$ cat src/rtl/serial_port_regs_pkg.sv
/*
 * Constants, register map and state types for the serial port
 * interrupt, DMA and data-window register block.
 * Assumes a 32-bit classic Wishbone register bus with byte addresses.
 */
package serial_port_regs_pkg;

    // ****************************************************
    // Register byte offsets
    // ****************************************************
    localparam logic [7:0] OFF_IRQ_EN = 8'h2c;
    localparam logic [7:0] OFF_MASKED = 8'h30;
    localparam logic [7:0] OFF_RAW = 8'h34;
    localparam logic [7:0] OFF_TXO_CLR = 8'h38;
    localparam logic [7:0] OFF_RXO_CLR = 8'h3c;
    localparam logic [7:0] OFF_RXU_CLR = 8'h40;
    localparam logic [7:0] OFF_CONT_CLR = 8'h44;
    localparam logic [7:0] OFF_ALL_CLR = 8'h48;
    localparam logic [7:0] OFF_DMA_GATE = 8'h4c;
    localparam logic [7:0] OFF_TX_DMA_LVL = 8'h50;
    localparam logic [7:0] OFF_RX_DMA_LVL = 8'h54;
    localparam logic [7:0] OFF_IDENTITY = 8'h58;
    localparam logic [7:0] OFF_REVISION = 8'h5c;
    localparam logic [7:0] OFF_DATA_LO = 8'h60;
    localparam logic [7:0] OFF_DATA_HI = 8'h9c;
    localparam logic [7:0] OFF_IRQ_CLR = 8'ha0;
    localparam logic [7:0] OFF_SPARE_A = 8'hf4;
    localparam logic [7:0] OFF_SPARE_B = 8'hf8;
    localparam logic [7:0] OFF_SAMPLE_DLY = 8'hfc;

    // ****************************************************
    // Field positions, widths and reset values
    // ****************************************************
    localparam int BIT_TX_EMPTY = 0;
    localparam int BIT_TX_OVF = 1;
    localparam int BIT_RX_UND = 2;
    localparam int BIT_RX_OVF = 3;
    localparam int BIT_RX_FULL = 4;
    localparam int BIT_CONT = 5;
    localparam int BIT_RX_GATE = 0;
    localparam int BIT_TX_GATE = 1;
    localparam int FLAG_W = 6;
    localparam int LVL_W = 3;
    localparam int DLY_W = 8;
    localparam int DATA_W = 16;
    localparam logic [5:0] STICKY_MASK = 6'h2e;
    localparam logic [5:0] IRQ_EN_RST = 6'h00;
    localparam logic [2:0] LVL_RST = 3'h0;
    localparam logic [7:0] DLY_RST = 8'h00;
    localparam logic [31:0] SPARE_RST = 32'h0000_0000;

    // ****************************************************
    // Types
    // ****************************************************
    typedef enum logic {smp_idle, smp_wait} smp_state_t;

    typedef struct packed {
        logic valid;
        logic [DATA_W-1:0] data;
    } tx_push_t;

    typedef struct packed {
        logic ack;
        logic [31:0] dat;
        logic [FLAG_W-1:0] sticky;
        logic [FLAG_W-1:0] irq_en;
        logic irq;
        logic [1:0] dma_gate;
        logic [LVL_W-1:0] tx_dma_lvl;
        logic [LVL_W-1:0] rx_dma_lvl;
        logic tx_dma_req;
        logic rx_dma_req;
        logic [31:0] spare_a;
        logic [31:0] spare_b;
        logic [DLY_W-1:0] dly;
        tx_push_t push;
        logic rx_pop;
        logic [1:0] sclk_sync;
        logic sclk_prev;
        logic [1:0] rxd_sync;
        logic [1:0] cont_sync;
        smp_state_t smp_st;
        logic [DLY_W-1:0] smp_cnt;
        logic smp_bit;
        logic smp_valid;
    } regs_state_t;

endpackage : serial_port_regs_pkg

$ cat src/rtl/serial_port_irq_dma_regs.sv
/*
 * Interrupt flags, read-to-clear registers, DMA request gating,
 * FIFO data window and receive sample delay of a serial port.
 * Assumes external FIFOs with head data valid while not empty, framing
 * logic on clk_i, and async pins for link clock, rxd and contention.
 */
// The Wishbone slave port was decided locally.
`timescale 1ns/1ps
`default_nettype none

module serial_port_irq_dma_regs #(
    parameter int FIFO_LVL_W = 4,
    parameter logic [31:0] IDENTITY_VALUE = 32'h0000_5a01, // Arbitrary value
    parameter logic [31:0] REVISION_VALUE = 32'h0000_0100 // Arbitrary value
) (
    // Clock and reset
    input wire logic clk_i,
    input wire logic rst_i,
    // Wishbone slave
    input wire logic wb_cyc_i,
    input wire logic wb_stb_i,
    input wire logic wb_we_i,
    input wire logic [7:0] wb_adr_i,
    input wire logic [3:0] wb_sel_i,
    input wire logic [31:0] wb_dat_i,
    output logic [31:0] wb_dat_o,
    output logic wb_ack_o,
    // Transmit FIFO side
    output serial_port_regs_pkg::tx_push_t tx_push_o,
    input wire logic tx_full_i,
    input wire logic [FIFO_LVL_W-1:0] tx_level_i,
    input wire logic [serial_port_regs_pkg::LVL_W-1:0] tx_empty_level_i,
    // Receive FIFO side
    output logic rx_pop_o,
    input wire logic [serial_port_regs_pkg::DATA_W-1:0] rx_data_i,
    input wire logic rx_empty_i,
    input wire logic rx_push_i,
    input wire logic rx_full_i,
    input wire logic [FIFO_LVL_W-1:0] rx_level_i,
    input wire logic [serial_port_regs_pkg::LVL_W-1:0] rx_full_level_i,
    // Serial pins
    input wire logic contention_i,
    input wire logic sclk_i,
    input wire logic rxd_i,
    output logic rx_sample_o,
    output logic rx_sample_valid_o,
    // DMA and interrupt
    output logic tx_dma_req_o,
    output logic rx_dma_req_o,
    output logic irq_o
);

    // ****************************************************
    // State and decode signals
    // ****************************************************
    serial_port_regs_pkg::regs_state_t s_reg;
    serial_port_regs_pkg::regs_state_t s_next;
    logic req;
    logic rd;
    logic wr;
    logic [7:0] adr;
    logic in_window;
    logic sclk_rise;
    logic [5:0] raw_flags;
    logic [5:0] events;
    logic [5:0] clears;
    logic [31:0] rd_data;

    // Accept one request per bus cycle; ack is held off for the next
    assign req = wb_cyc_i & wb_stb_i & ~s_reg.ack;
    assign rd = req & ~wb_we_i;
    assign wr = req & wb_we_i;
    assign adr = {wb_adr_i[7:2], 2'h0};
    assign in_window = (adr >= serial_port_regs_pkg::OFF_DATA_LO)
        && (adr <= serial_port_regs_pkg::OFF_DATA_HI);
    assign sclk_rise = s_reg.sclk_sync[1] & ~s_reg.sclk_prev;

    // Raw flags: two live levels plus four sticky events
    always_comb begin
        raw_flags = s_reg.sticky & serial_port_regs_pkg::STICKY_MASK;
        raw_flags[serial_port_regs_pkg::BIT_TX_EMPTY] =
            ({{(32-FIFO_LVL_W){1'b0}}, tx_level_i}
            <= {29'h0, tx_empty_level_i});
        raw_flags[serial_port_regs_pkg::BIT_RX_FULL] =
            ({{(32-FIFO_LVL_W){1'b0}}, rx_level_i}
            >= {29'h0, rx_full_level_i});
    end

    // Hardware events that set sticky flags
    always_comb begin
        events = 6'h00;
        events[serial_port_regs_pkg::BIT_TX_OVF] = wr & in_window & wb_sel_i[0]
            & tx_full_i;
        events[serial_port_regs_pkg::BIT_RX_UND] = rd & in_window & rx_empty_i;
        events[serial_port_regs_pkg::BIT_RX_OVF] = rx_push_i & rx_full_i;
        events[serial_port_regs_pkg::BIT_CONT] = s_reg.cont_sync[1];
    end

    // Read-to-clear and write-one-to-clear sources
    always_comb begin
        clears = 6'h00;
        if (rd && adr == serial_port_regs_pkg::OFF_TXO_CLR) begin
            clears[serial_port_regs_pkg::BIT_TX_OVF] = 1'b1;
        end else if (rd && adr == serial_port_regs_pkg::OFF_RXO_CLR) begin
            clears[serial_port_regs_pkg::BIT_RX_OVF] = 1'b1;
        end else if (rd && adr == serial_port_regs_pkg::OFF_RXU_CLR) begin
            clears[serial_port_regs_pkg::BIT_RX_UND] = 1'b1;
        end else if (rd && adr == serial_port_regs_pkg::OFF_CONT_CLR) begin
            clears[serial_port_regs_pkg::BIT_CONT] = 1'b1;
        end else if (rd && adr == serial_port_regs_pkg::OFF_ALL_CLR) begin
            clears = serial_port_regs_pkg::STICKY_MASK;
        end else if (wr && adr == serial_port_regs_pkg::OFF_IRQ_CLR && wb_sel_i[0]) begin
            clears = wb_dat_i[5:0] & serial_port_regs_pkg::STICKY_MASK;
        end
    end

    // Read data multiplexer; read-to-clear registers return the flag they clear, clear-all the OR of all four
    always_comb begin
        rd_data = 32'h0000_0000;
        if (adr == serial_port_regs_pkg::OFF_IRQ_EN) begin
            rd_data[5:0] = s_reg.irq_en;
        end else if (adr == serial_port_regs_pkg::OFF_MASKED) begin
            rd_data[5:0] = raw_flags & s_reg.irq_en;
        end else if (adr == serial_port_regs_pkg::OFF_RAW) begin
            rd_data[5:0] = raw_flags;
        end else if (adr == serial_port_regs_pkg::OFF_TXO_CLR) begin
            rd_data[0] = raw_flags[serial_port_regs_pkg::BIT_TX_OVF];
        end else if (adr == serial_port_regs_pkg::OFF_RXO_CLR) begin
            rd_data[0] = raw_flags[serial_port_regs_pkg::BIT_RX_OVF];
        end else if (adr == serial_port_regs_pkg::OFF_RXU_CLR) begin
            rd_data[0] = raw_flags[serial_port_regs_pkg::BIT_RX_UND];
        end else if (adr == serial_port_regs_pkg::OFF_CONT_CLR) begin
            rd_data[0] = raw_flags[serial_port_regs_pkg::BIT_CONT];
        end else if (adr == serial_port_regs_pkg::OFF_ALL_CLR) begin
            rd_data[0] = |(raw_flags & serial_port_regs_pkg::STICKY_MASK);
        end else if (adr == serial_port_regs_pkg::OFF_DMA_GATE) begin
            rd_data[1:0] = s_reg.dma_gate;
        end else if (adr == serial_port_regs_pkg::OFF_TX_DMA_LVL) begin
            rd_data[2:0] = s_reg.tx_dma_lvl;
        end else if (adr == serial_port_regs_pkg::OFF_RX_DMA_LVL) begin
            rd_data[2:0] = s_reg.rx_dma_lvl;
        end else if (adr == serial_port_regs_pkg::OFF_IDENTITY) begin
            rd_data = IDENTITY_VALUE;
        end else if (adr == serial_port_regs_pkg::OFF_REVISION) begin
            rd_data = REVISION_VALUE;
        end else if (in_window) begin
            rd_data[15:0] = rx_empty_i ? 16'h0000 : rx_data_i;
        end else if (adr == serial_port_regs_pkg::OFF_SPARE_A) begin
            rd_data = s_reg.spare_a;
        end else if (adr == serial_port_regs_pkg::OFF_SPARE_B) begin
            rd_data = s_reg.spare_b;
        end else if (adr == serial_port_regs_pkg::OFF_SAMPLE_DLY) begin
            rd_data[7:0] = s_reg.dly;
        end
    end

    // Byte-lane merge for full-word writable registers
    function automatic logic [31:0] lane_merge(input logic [31:0] old_v,
            input logic [31:0] new_v, input logic [3:0] sel);
        logic [31:0] res;
        res = old_v;
        for (int i = 0; i < 4; i++) begin
            if (sel[i]) begin
                res[8*i +: 8] = new_v[8*i +: 8];
            end
        end
        return res;
    endfunction : lane_merge

    // ****************************************************
    // Next-state logic
    // ****************************************************
    always_comb begin
        s_next = s_reg;
        s_next.ack = req;
        s_next.push.valid = 1'b0;
        s_next.rx_pop = 1'b0;
        s_next.smp_valid = 1'b0;
        if (rd) begin
            s_next.dat = rd_data;
        end
        // Set wins over a clear in the same cycle so no event is lost
        s_next.sticky = ((s_reg.sticky & ~clears) | events)
            & serial_port_regs_pkg::STICKY_MASK;
        s_next.irq = |(raw_flags & s_reg.irq_en);
        // Levels are registered so the DMA request lines never glitch
        s_next.tx_dma_req = s_reg.dma_gate[serial_port_regs_pkg::BIT_TX_GATE]
            && ({{(32-FIFO_LVL_W){1'b0}}, tx_level_i}
            <= {29'h0, s_reg.tx_dma_lvl});
        s_next.rx_dma_req = s_reg.dma_gate[serial_port_regs_pkg::BIT_RX_GATE]
            && ({{(32-FIFO_LVL_W){1'b0}}, rx_level_i}
            > {29'h0, s_reg.rx_dma_lvl});
        // Register writes
        if (wr && wb_sel_i[0]) begin
            if (adr == serial_port_regs_pkg::OFF_IRQ_EN) begin
                s_next.irq_en = wb_dat_i[5:0];
            end else if (adr == serial_port_regs_pkg::OFF_DMA_GATE) begin
                s_next.dma_gate = wb_dat_i[1:0];
            end else if (adr == serial_port_regs_pkg::OFF_TX_DMA_LVL) begin
                s_next.tx_dma_lvl = wb_dat_i[2:0];
            end else if (adr == serial_port_regs_pkg::OFF_RX_DMA_LVL) begin
                s_next.rx_dma_lvl = wb_dat_i[2:0];
            end else if (adr == serial_port_regs_pkg::OFF_SAMPLE_DLY) begin
                s_next.dly = wb_dat_i[7:0];
            end
        end
        if (wr && adr == serial_port_regs_pkg::OFF_SPARE_A) begin
            s_next.spare_a = lane_merge(s_reg.spare_a, wb_dat_i, wb_sel_i);
        end
        if (wr && adr == serial_port_regs_pkg::OFF_SPARE_B) begin
            s_next.spare_b = lane_merge(s_reg.spare_b, wb_dat_i, wb_sel_i);
        end
        // Data window: a push into a full FIFO is dropped, not forwarded
        if (wr && in_window && wb_sel_i[0] && !tx_full_i) begin
            s_next.push.valid = 1'b1;
            s_next.push.data = wb_dat_i[15:0];
        end
        if (rd && in_window && !rx_empty_i) begin
            s_next.rx_pop = 1'b1;
        end
        // Pin synchronisers; only stage two is looked at
        s_next.sclk_sync = {s_reg.sclk_sync[0], sclk_i};
        s_next.sclk_prev = s_reg.sclk_sync[1];
        s_next.rxd_sync = {s_reg.rxd_sync[0], rxd_i};
        s_next.cont_sync = {s_reg.cont_sync[0], contention_i};
        // Sample delay: edges arriving during a wait are ignored
        case (s_reg.smp_st)
            serial_port_regs_pkg::smp_idle: begin
                if (sclk_rise) begin
                    if (s_reg.dly == 8'h00) begin
                        s_next.smp_bit = s_reg.rxd_sync[1];
                        s_next.smp_valid = 1'b1;
                    end else begin
                        s_next.smp_cnt = s_reg.dly;
                        s_next.smp_st = serial_port_regs_pkg::smp_wait;
                    end
                end
            end
            serial_port_regs_pkg::smp_wait: begin
                if (s_reg.smp_cnt == 8'h01) begin
                    s_next.smp_bit = s_reg.rxd_sync[1];
                    s_next.smp_valid = 1'b1;
                    s_next.smp_st = serial_port_regs_pkg::smp_idle;
                end else begin
                    s_next.smp_cnt = s_reg.smp_cnt - 8'h01;
                end
            end
            default: begin
                s_next.smp_st = serial_port_regs_pkg::smp_idle;
            end
        endcase
    end

    // ****************************************************
    // State register
    // ****************************************************
    always_ff @(posedge clk_i) begin
        if (rst_i) begin
            s_reg <= '0;
            s_reg.irq_en <= serial_port_regs_pkg::IRQ_EN_RST;
            s_reg.tx_dma_lvl <= serial_port_regs_pkg::LVL_RST;
            s_reg.rx_dma_lvl <= serial_port_regs_pkg::LVL_RST;
            s_reg.dly <= serial_port_regs_pkg::DLY_RST;
            s_reg.spare_a <= serial_port_regs_pkg::SPARE_RST;
            s_reg.spare_b <= serial_port_regs_pkg::SPARE_RST;
            s_reg.smp_st <= serial_port_regs_pkg::smp_idle;
        end else begin
            s_reg <= s_next;
        end
    end

    // Outputs straight from state
    assign wb_ack_o = s_reg.ack;
    assign wb_dat_o = s_reg.dat;
    assign tx_push_o = s_reg.push;
    assign rx_pop_o = s_reg.rx_pop;
    assign rx_sample_o = s_reg.smp_bit;
    assign rx_sample_valid_o = s_reg.smp_valid;
    assign tx_dma_req_o = s_reg.tx_dma_req;
    assign rx_dma_req_o = s_reg.rx_dma_req;
    assign irq_o = s_reg.irq;
endmodule : serial_port_irq_dma_regs

`default_nettype wire

$ cat config.mk
export PLATFORM = sky130hd
export DESIGN_NAME = serial_port_irq_dma_regs
export DESIGN_NICKNAME = d
export VERILOG_FILES = /design/src/rtl/serial_port_regs_pkg.sv /design/src/rtl/serial_port_irq_dma_regs.sv
export SDC_FILE = /design/constraint.sdc
export NUM_CORES = 1
export LEC_CHECK = 0
export BUFFER_PORTS_ARGS = -buffer_cell sky130_fd_sc_hd__buf_4
export CORE_ASPECT_RATIO = 0.9
export CORE_MARGIN = 2
export CORE_UTILIZATION = 51
export DETAILED_ROUTE_END_ITERATION = 16
export PLACE_DENSITY = 0.86
export SLEW_MARGIN = 30
export SYNTH_ARGS = -nofsm -noshare
export SYNTH_HDL_FRONTEND = slang
export SYNTH_SLANG_ARGS = --single-unit
$ cat constraint.sdc
create_clock -name clk_i -period 1.6 [get_ports clk_i]
set_input_delay 0 -clock clk_i [delete_from_list [all_inputs] [get_ports clk_i]]
set_output_delay 0 -clock clk_i [all_outputs]
set_load 0.005 [all_outputs]
## After elaboration in Yosys (flattened, before gate mapping)

Index checks and enable logic that the tools add are counted.

- Bits of input ports: 86
- Word-level logic and storage cells: 200
- Register bits after elaboration: 164
- Output and inout bits: 56

- Muxes and demuxes: 78
- Equal/unequal tests: 23
- $lt $le $gt $ge: 6
- Bitwise gates (word level): 23
- Add/sub/neg operators: 1
- Reduce and logical (&&, ||, !) cells: 38

Operator list:

| kind | number |
|---|---|
| two-way mux 32 bit | 28 |
| two-way mux 31 bit | 5 |
| two-way mux 26 bit | 3 |
| two-way mux 29 bit | 2 |
| equality test 6 x 5 -> 1 bit, second input constant | 8 |
| two-way mux 16 bit | 3 |
| equality test 6 x 4 -> 1 bit, second input constant | 5 |
| two-way mux 30 bit | 1 |
| two-way mux 6 bit | 5 |
| equality test 6 bit, second input constant | 4 |
| two-way mux 24 bit | 1 |
| two-way mux 8 bit | 3 |
| one-hot mux 11 bit (2 select lines) | 1 |
| logical AND 1 bit | 18 |
| AND reduction 2 bit | 9 |
| two-way mux 17 bit | 1 |
| bitwise AND 6 bit | 2 |
| two-way mux 1 bit | 12 |
| two-way mux 3 bit | 4 |
| bitwise AND 1 bit | 11 |
| two-way mux 11 bit | 1 |
| two-way mux 2 bit | 5 |
| two-way mux 9 bit | 1 |
| AND reduction 3 bit | 3 |
| 21 further kinds | 33 |

## Longest topological paths before layout

Gate-level depths: netlist of run 1.

- Depth in word-level cells: 43
- Depth in mapped cells: 8
- Gate-level depth less buffers: 7

## Worst setup path before layout of run 1

OpenSTA, ideal clock, no wires.

- Kind: register to register
- Start point: reg s_reg, in the netlist wb_ack_o
- End point: reg s_reg[36] (netlist name)
- Path buffers: 0
- Cell stages (with the launch flop): 6
- Slack: -170 ps
- Required time: 1475 ps
- Arrival time: 1645 ps
- Setup time: 125 ps
- Cell sequence: dfxtp_1 > nand4b_4 > or2_4 > nor4_4 > mux2i_1 > nor2_1

- Word-level cells in the longest chain between the ends: 5

Ends and longest elaborated chain:

| what | line | text |
|---|---|---|
| from (decl) | serial_port_irq_dma_regs.sv:56 | `serial_port_regs_pkg::regs_state_t s_reg;` |
| from (signal assigned) | serial_port_irq_dma_regs.sv:268 | `s_reg <= s_next;` |
| inverter 1 bit | serial_port_irq_dma_regs.sv:70 | `assign req = wb_cyc_i & wb_stb_i & ~s_reg.ack;` |
| bitwise AND 1 bit | serial_port_irq_dma_regs.sv:70 |  |
| bitwise AND 1 bit | serial_port_irq_dma_regs.sv:72 | `assign wr = req & wb_we_i;` |
| logical AND 1 bit | serial_port_irq_dma_regs.sv:194 | `if (wr && wb_sel_i[0]) begin` |
| AND reduction 6 bit (no source line) | -- |  |

No other way between the ends.
A chain may end at the register's enable or synchronous reset.

## Worst setup path in the final report of run 1

- Start point: reg s_reg, in the netlist wb_ack_o
- End point: reg s_reg[64] (netlist name)

- Word-level cells in the longest chain between the ends: 5

Ends and longest elaborated chain:

| what | line | text |
|---|---|---|
| inverter 1 bit | serial_port_irq_dma_regs.sv:70 |  |
| bitwise AND 1 bit | serial_port_irq_dma_regs.sv:70 |  |
| bitwise AND 1 bit | serial_port_irq_dma_regs.sv:72 |  |
| logical AND 1 bit | serial_port_irq_dma_regs.sv:210 | `if (wr && adr == serial_port_regs_pkg::OFF_SPARE_B) begin` |
| AND reduction 2 bit (no source line) | -- |  |

No other way between the ends.

==> results of run 1 <==
Yosys cell counts, drive strengths merged (7+ instances only):
| cell type | count | area [sq um] |
|---|---|---|
| a211oi | 7 | 52.6 |
| a21oi | 117 | 597 |
| a222oi | 7 | 70.1 |
| a22o | 22 | 193 |
| a22oi | 26 | 200 |
| buf | 72 | 515 |
| clkbuf | 40 | 164 |
| dfxtp | 162 | 3240 |
| ha | 14 | 175 |
| inv | 23 | 86.3 |
| mux2i | 22 | 220 |
| nand2 | 149 | 562 |
| nand2b | 9 | 56.3 |
| nand3 | 78 | 390 |
| nor2 | 62 | 235 |
| nor2b | 11 | 68.8 |
| nor3 | 16 | 101 |
| nor4 | 7 | 71.3 |
| o21ai | 18 | 90.1 |
cells in the final DEF (no fill, tap or decap), drive strengths merged, types with 6 or more instances in the layout:
| cell type | instances |
|---|---|
| a211oi | 7 |
| a21oi | 117 |
| a222oi | 7 |
| a22o | 22 |
| a22oi | 26 |
| a31oi | 6 |
| buf | 243 |
| clkbuf | 18 |
| dfxtp | 162 |
| dlygate4sd3 | 49 |
| ha | 14 |
| inv | 31 |
| mux2i | 22 |
| nand2 | 149 |
| nand2b | 9 |
| nand3 | 78 |
| nand3b | 6 |
| nor2 | 62 |
| nor2b | 11 |
| nor3 | 16 |
| nor4 | 7 |
| o21ai | 18 |
| o2bb2ai | 6 |
| or3 | 6 |
what timing repair did:
action,in CTS,in global routing
cloned,0,2
endpoints found under the setup margin,103,115
hold endpoints to repair,115,0
hold buffers,49,0
pin swaps,8,13
setup buffers,5,5
resized for setup,24,58
kinds of logic (layout without fill, tap and decap cells):
| kind of cell | count (synthesis) | count (layout) | share of synthesized area |
|---|---|---|---|
| AND/OR/NAND/NOR | 367 | 367 | 0.228 |
| AO/OA/AOI/OAI | 244 | 244 | 0.201 |
| flip-flops | 162 | 162 | 0.411 |
| buffers and inverters | 139 | 348 | 0.101 |
| multiplexers | 27 | 27 | 0.0350 |
| adder cells (fa/ha/maj) | 14 | 14 | 0.0222 |
| XOR/XNOR | 2 | 2 | 0.00222 |
metal layers:
layer / part of all wire / wire [um] / vias to the layer above / global-route usage
li1: - / - / 3734 / -
met1: 0.40 / 10200 / 3813 / 0.385
met2: 0.47 / 12100 / 461 / 0.488
met3: 0.095 / 2430 / 89 / 0.0803
met4: 0.036 / 925 / 0 / 0.108
met5: 0 / 0 / - / 0
path summary, 6_finish.rpt:
path | startpoint | to | slack, ns
setup / recovery | wb_ack_o | s_reg[64] | -0.09
hold / removal | rx_data_i[11] | wb_dat_o[11] | 0.02
setup reg to reg | wb_ack_o | s_reg[64] | -0.09
hold reg to reg | s_next[14] | s_reg[14] | 0.44
critical path, cell delays in order (launching register included):
cell and delay [ns]:
dfxtp_2 0.34, nand4b_4 0.22, buf_4 0.19, nor3_4 0.22, buf_6 0.20, buf_6 0.15
nand3_1 0.08, a21oi_1 0.20
per-stage QoR:
step           power (uW)  utilization  setup slack (ns)  hold WS [ns]
2_1_floorplan        4510            -           -0.0293        0.0767
3_3_place_gp         4880        0.608            -0.210         0.200
3_5_place_dp         4890        0.608            -0.297         0.208
4_1_cts              8910        0.688           -0.0676        0.0145
5_1_grt              9220        0.706            -0.163        0.0186
6_report             8960        0.706           -0.0880        0.0221
area by class of cell:
type	count	area [sq um]
fillers	1077	4490
multi-input cells	654	4150
flip-flops and latches	162	3250
repair buffers	292	2470
clock buffers	18	439
well taps	202	253
clock inverters	14	143
inverters	24	90.1
power groups by stage:
stage / combinational (uW) / clock, uW / sequential, uW
final: 903 / 3980 / 4070
after global routing: 956 / 4190 / 4070
after CTS: 848 / 3990 / 4070
after detailed placement: 729 / 0 / 4160
after global placement: 718 / 0 / 4160
after floorplan: 355 / 0 / 4150
==> reports/qor.csv, run 1 <==
metric,value,unit
"Cell Area, Synth",0.00790,sq mm
htree depth,4,
CTS Buffer Depth,2,
Worst Hold Path Cells,4,
Final Cycle Share,1.06,
largest net degree at the start of global routing,158,
ys async rst share,0,
starting density of the core,0.517,
max reg flops,97,
placed insts,1273,
clock sink total,162,
drc violations,0,
Sw Ratio,0.264,
total negative slack,-1.28,ns
"Req. time, crit path",1.94,ns
post-synthesis register bit count,162,
status,finished with violations,
Crit. End Element,register,
top-level I/O count,142,
grt ovf,0,
chip width,135,um
critical path class,register to register,
Via Count,8097,
register area share after synthesis,0.411,
DIE HEIGHT,122,um
Clock Power Share,0.445,
nets,1251,
CP Max Fanout,8,
DR vias/cell,5.93,
"EDFF count, synth",0,
max_slew headroom,0.501,
"Hold Vio Cnt, Final",0,
Power per Cell Area,830,mW/mm^2
Critical Path AT,2.03,ns
Max-cap violations,0,
GP Congestion,0.923,
VDD IR-drop max,0.825,mV
Core ar.,0.0153,sq mm
min Tclk post-route,1.69,ns
vias in the first global route,7570,
sw power,2360,uW
wire length per cell,18.8,um
sequential share of power,0.454,
violated checks,setup timing,
final worst slack,-0.0880,ns
"Distinct cells, synth",74,
Skew-Pair Late Insertion Delay,0.44,ns
Reg2Reg Depth,7,
Max Freq,0.592,GHz
drt total wl,25600,um
ratio of cells with drive above 1 in the final layout,0.295,
total CTS buffers,17,
crit start category,register,
final setup fails,37,
GRT Total Usage,0.300,
Final HPWL DP,16700,um
CTS tree,yes,
# diodes,0,
logic gate share of total power,0.101,
Max Slew Vio Count,0,
Root Buffer Master,clkbuf_16,
syn nets,1055,
"Clk pin slew, worst setup/hold paths",0.07,ns
number of DRC markers in iteration 0,1026,
num rows,43,
global-route wire length before repair,38800,um
worst-margin pin slew,0.749,ns
Synth Flop Type,dfxtp_1,
DRT Pass-1 Iters,6,
Area Overhead vs Synth,36.5,%
internal power,6590,uW
unrepaired setup endpoints after global routing,true,
Mean Syn Cell Area,8.27,sq um
Hold Path Class,primary input to register,
Clock Skew,0.0135,ns
"Design Area, Final",0.0108,sq mm
Port-buffer cells,139,
cell count after synthesis,955,
DIE AREA,0.0165,sq mm
number of antenna violations at the first check in global routing,0,
Leak,0.00425,uW
Final ANT Viol Nets,0,
Post-DP Area,0.00928,sq mm
Yosys warnings,0,
final cell count without fillers,1366,
Note: power is estimated with default switching activity, not from simulation.
==> run 2, diff against run 1 <==
--- a/config.mk
+++ b/config.mk
@@ -12,6 +12,8 @@
 export DETAILED_ROUTE_END_ITERATION = 16
 export PLACE_DENSITY = 0.86
+export SKIP_CTS_REPAIR_TIMING = 1
 export SLEW_MARGIN = 30
 export SYNTH_ARGS = -nofsm -noshare
 export SYNTH_HDL_FRONTEND = slang
 export SYNTH_SLANG_ARGS = --single-unit
+export TNS_END_PERCENT = 30
==> constraint.sdc (replaced) <==
create_clock -name clk_i -period 1.6 [get_ports clk_i]
set_input_delay 0.08 -clock clk_i [delete_from_list [all_inputs] [get_ports clk_i]]
set_output_delay 0.08 -clock clk_i [all_outputs]
set_load 0.005 [all_outputs]
==> reports/qor.csv, run 2 (synthesis results as in run 1) <==
metric,value,unit,change
Leak,0.00426,uW,+0.16%
global-route wire length before repair,38500,um,-0.59%
met3 usage,0.0712,,-0.00916
Core ar.,0.0153,sq mm,unchanged
top-level I/O count,142,,unchanged
met1 usage,0.409,,+0.0235
final setup fails,20,,-46%
"Req. time, crit path",1.96,ns,+0.02 ns
internal power,6700,uW,+1.7%
DRT Pass-1 Iters,6,,unchanged
sw power,2250,uW,-4.8%
Max Slew Vio Count,0,,unchanged
Critical Path AT,2.09,ns,+0.06 ns
starting density of the core,0.517,,unchanged
sequential share of power,0.454,,about the same
placed insts,1299,,+2.0%
Via Count,8341,,+3.0%
DR vias/cell,6.04,,+1.9%
Final HPWL DP,17700,um,+5.9%
met2 GRT Util,0.472,,-0.0159
most frequent cells in the layout,"248 x buf_4, 158 x dfxtp_1, 140 x nand2_1, 104 x a21oi_1, 75 x nand3_1",,
Hold Path Class,primary input to register,,
"Hold Vio Cnt, Final",0,,unchanged
status,finished with violations,,
Clock Power Share,0.445,,about the same
CTS Buffer Depth,2,,unchanged
Root Buffer Master,clkbuf_16,,
clock sink total,162,,unchanged
CTS tree,yes,,
crit start category,register,,
wire length per cell,19.5,um,+4.1%
Crit. End Element,register,,
Port-buffer cells,139,,unchanged
vias in the first global route,7416,,-2.0%
R2R setup slack,-0.14,ns,-0.05 ns
Final Cycle Share,1.09,,+0.0301
min Tclk post-route,1.74,ns,+0.0481 ns
largest net degree at the start of global routing,81,,-49%
total power,8950,uW,about the same
chip width,135,um,unchanged
busiest grt layer,met2,,
number of DRC markers in iteration 0,1219,,+19%
critical path class,register to register,,
Max-cap violations,0,,unchanged
drt total wl,27000,um,+5.2%
max reg flops,97,,unchanged
total CTS buffers,17,,unchanged
GP Congestion,0.928,,+0.53%
# diodes,0,,unchanged
DIE HEIGHT,122,um,unchanged
ratio of cells with drive above 1 in the final layout,0.316,,+0.0217
nets,1266,,+1.2%
CP Max Fanout,8,,unchanged
htree depth,4,,unchanged
num rows,43,,unchanged
logic gate share of total power,0.101,,about the same
Power per Cell Area,829,mW/mm^2,-0.14%
Skew-Pair Late Insertion Delay,0.44,ns,about the same
Final ANT Viol Nets,0,,unchanged
number of antenna violations at the first check in global routing,1,,+1
violated checks,setup timing,,
final cell count without fillers,1381,,+1.1%
max_slew headroom,0.642,,+0.142
"commonest non-fill, non-tap cell in the layout",buf_4,,
Clock Skew,0.0104,ns,-0.00314 ns
drc violations,0,,unchanged
DIE AREA,0.0165,sq mm,unchanged
worst-margin pin slew,0.537,ns,-0.212 ns
Max Freq,0.576,GHz,-2.8%
Sw Ratio,0.251,,-0.0125
Area Overhead vs Synth,36.6,%,about the same
VDD IR-drop max,0.833,mV,+0.97%
grt ovf,0,,unchanged
GRT Total Usage,0.300,,about the same
"Clk pin slew, worst setup/hold paths",0.06,ns,about the same
final worst slack,-0.136,ns,-0.0481 ns
unrepaired setup endpoints after global routing,true,,
==> run 2: cell count changes in the layout (fill, tap and decap cells not counted), sizes merged <==
cell         before  now
clkinv            5    6
dlygate4sd3      49   41
clkinvlp          2    1
bufinv            0    1
inv              31   29
buf             243  265
clkbuf           18   20
==> run 2: cell type report <==
cell class	instances	area [sq um]
clock buffer	19	443
clock inverter	13	126
fill	1097	4480
inverter	24	90.1
multi-input combinational	654	4110
sequential	162	3250
tap	202	253
timing repair buffer	307	2530
==> run 2: through the flow <==
| stage | cell area, sq um | setup WS, ns | hold slack [ns] | setup TNS [ns] | utilization |
|---|---|---|---|---|---|
| 2_1_floorplan | 7910 | -0.0661 | 0.157 | -0.978 | - |
| 3_3_place_gp | 9460 | -0.202 | 0.278 | -8.06 | 0.619 |
| 3_5_place_dp | 9460 | -0.294 | 0.278 | -10.43 | 0.619 |
| 4_1_cts | 10000 | -0.111 | -0.177 | -4.78 | 0.656 |
| 5_1_grt | 10800 | -0.164 | 0.00454 | -4.71 | 0.707 |
| 6_report | 10800 | -0.136 | 0.00430 | -0.971 | 0.707 |
==> run 2: critical path, cell delays in order, from the launching register on <==
cell and delay (ns):
dfxtp_2 0.33, and4bb_4 0.39, o31ai_4 0.14, nor4_4 0.24, buf_4 0.19, buf_6 0.13, a22oi_1 0.08, nor2_1 0.15
==> run 2: path summary, 6_finish.rpt <==
kind | start | to | cells after the start
worst max-delay path | wb_ack_o | wb_dat_o[26] | 7
worst min-delay path | wb_dat_i[0] | s_reg[76] | 3
worst max register to register | wb_ack_o | wb_dat_o[26] | 7
worst min register to register | s_next[12] | events[5] | 1
==> run 2: routing by layer <==
layer	routed length [um]	part of all wire
met5	13	0.00048
met4	1300	0.048
met3	2810	0.10
met2	12200	0.45
met1	10600	0.39
==> run 2: power by group through the flow <==
stage          logic, uW  registers (uW)  clock network (uW)
2_1_floorplan        352            4150                   0
3_3_place_gp         738            4160                   0
3_5_place_dp         749            4160                   0
4_1_cts              756            4070                3990
5_1_grt              954            4070                4180
6_report             905            4070                3980
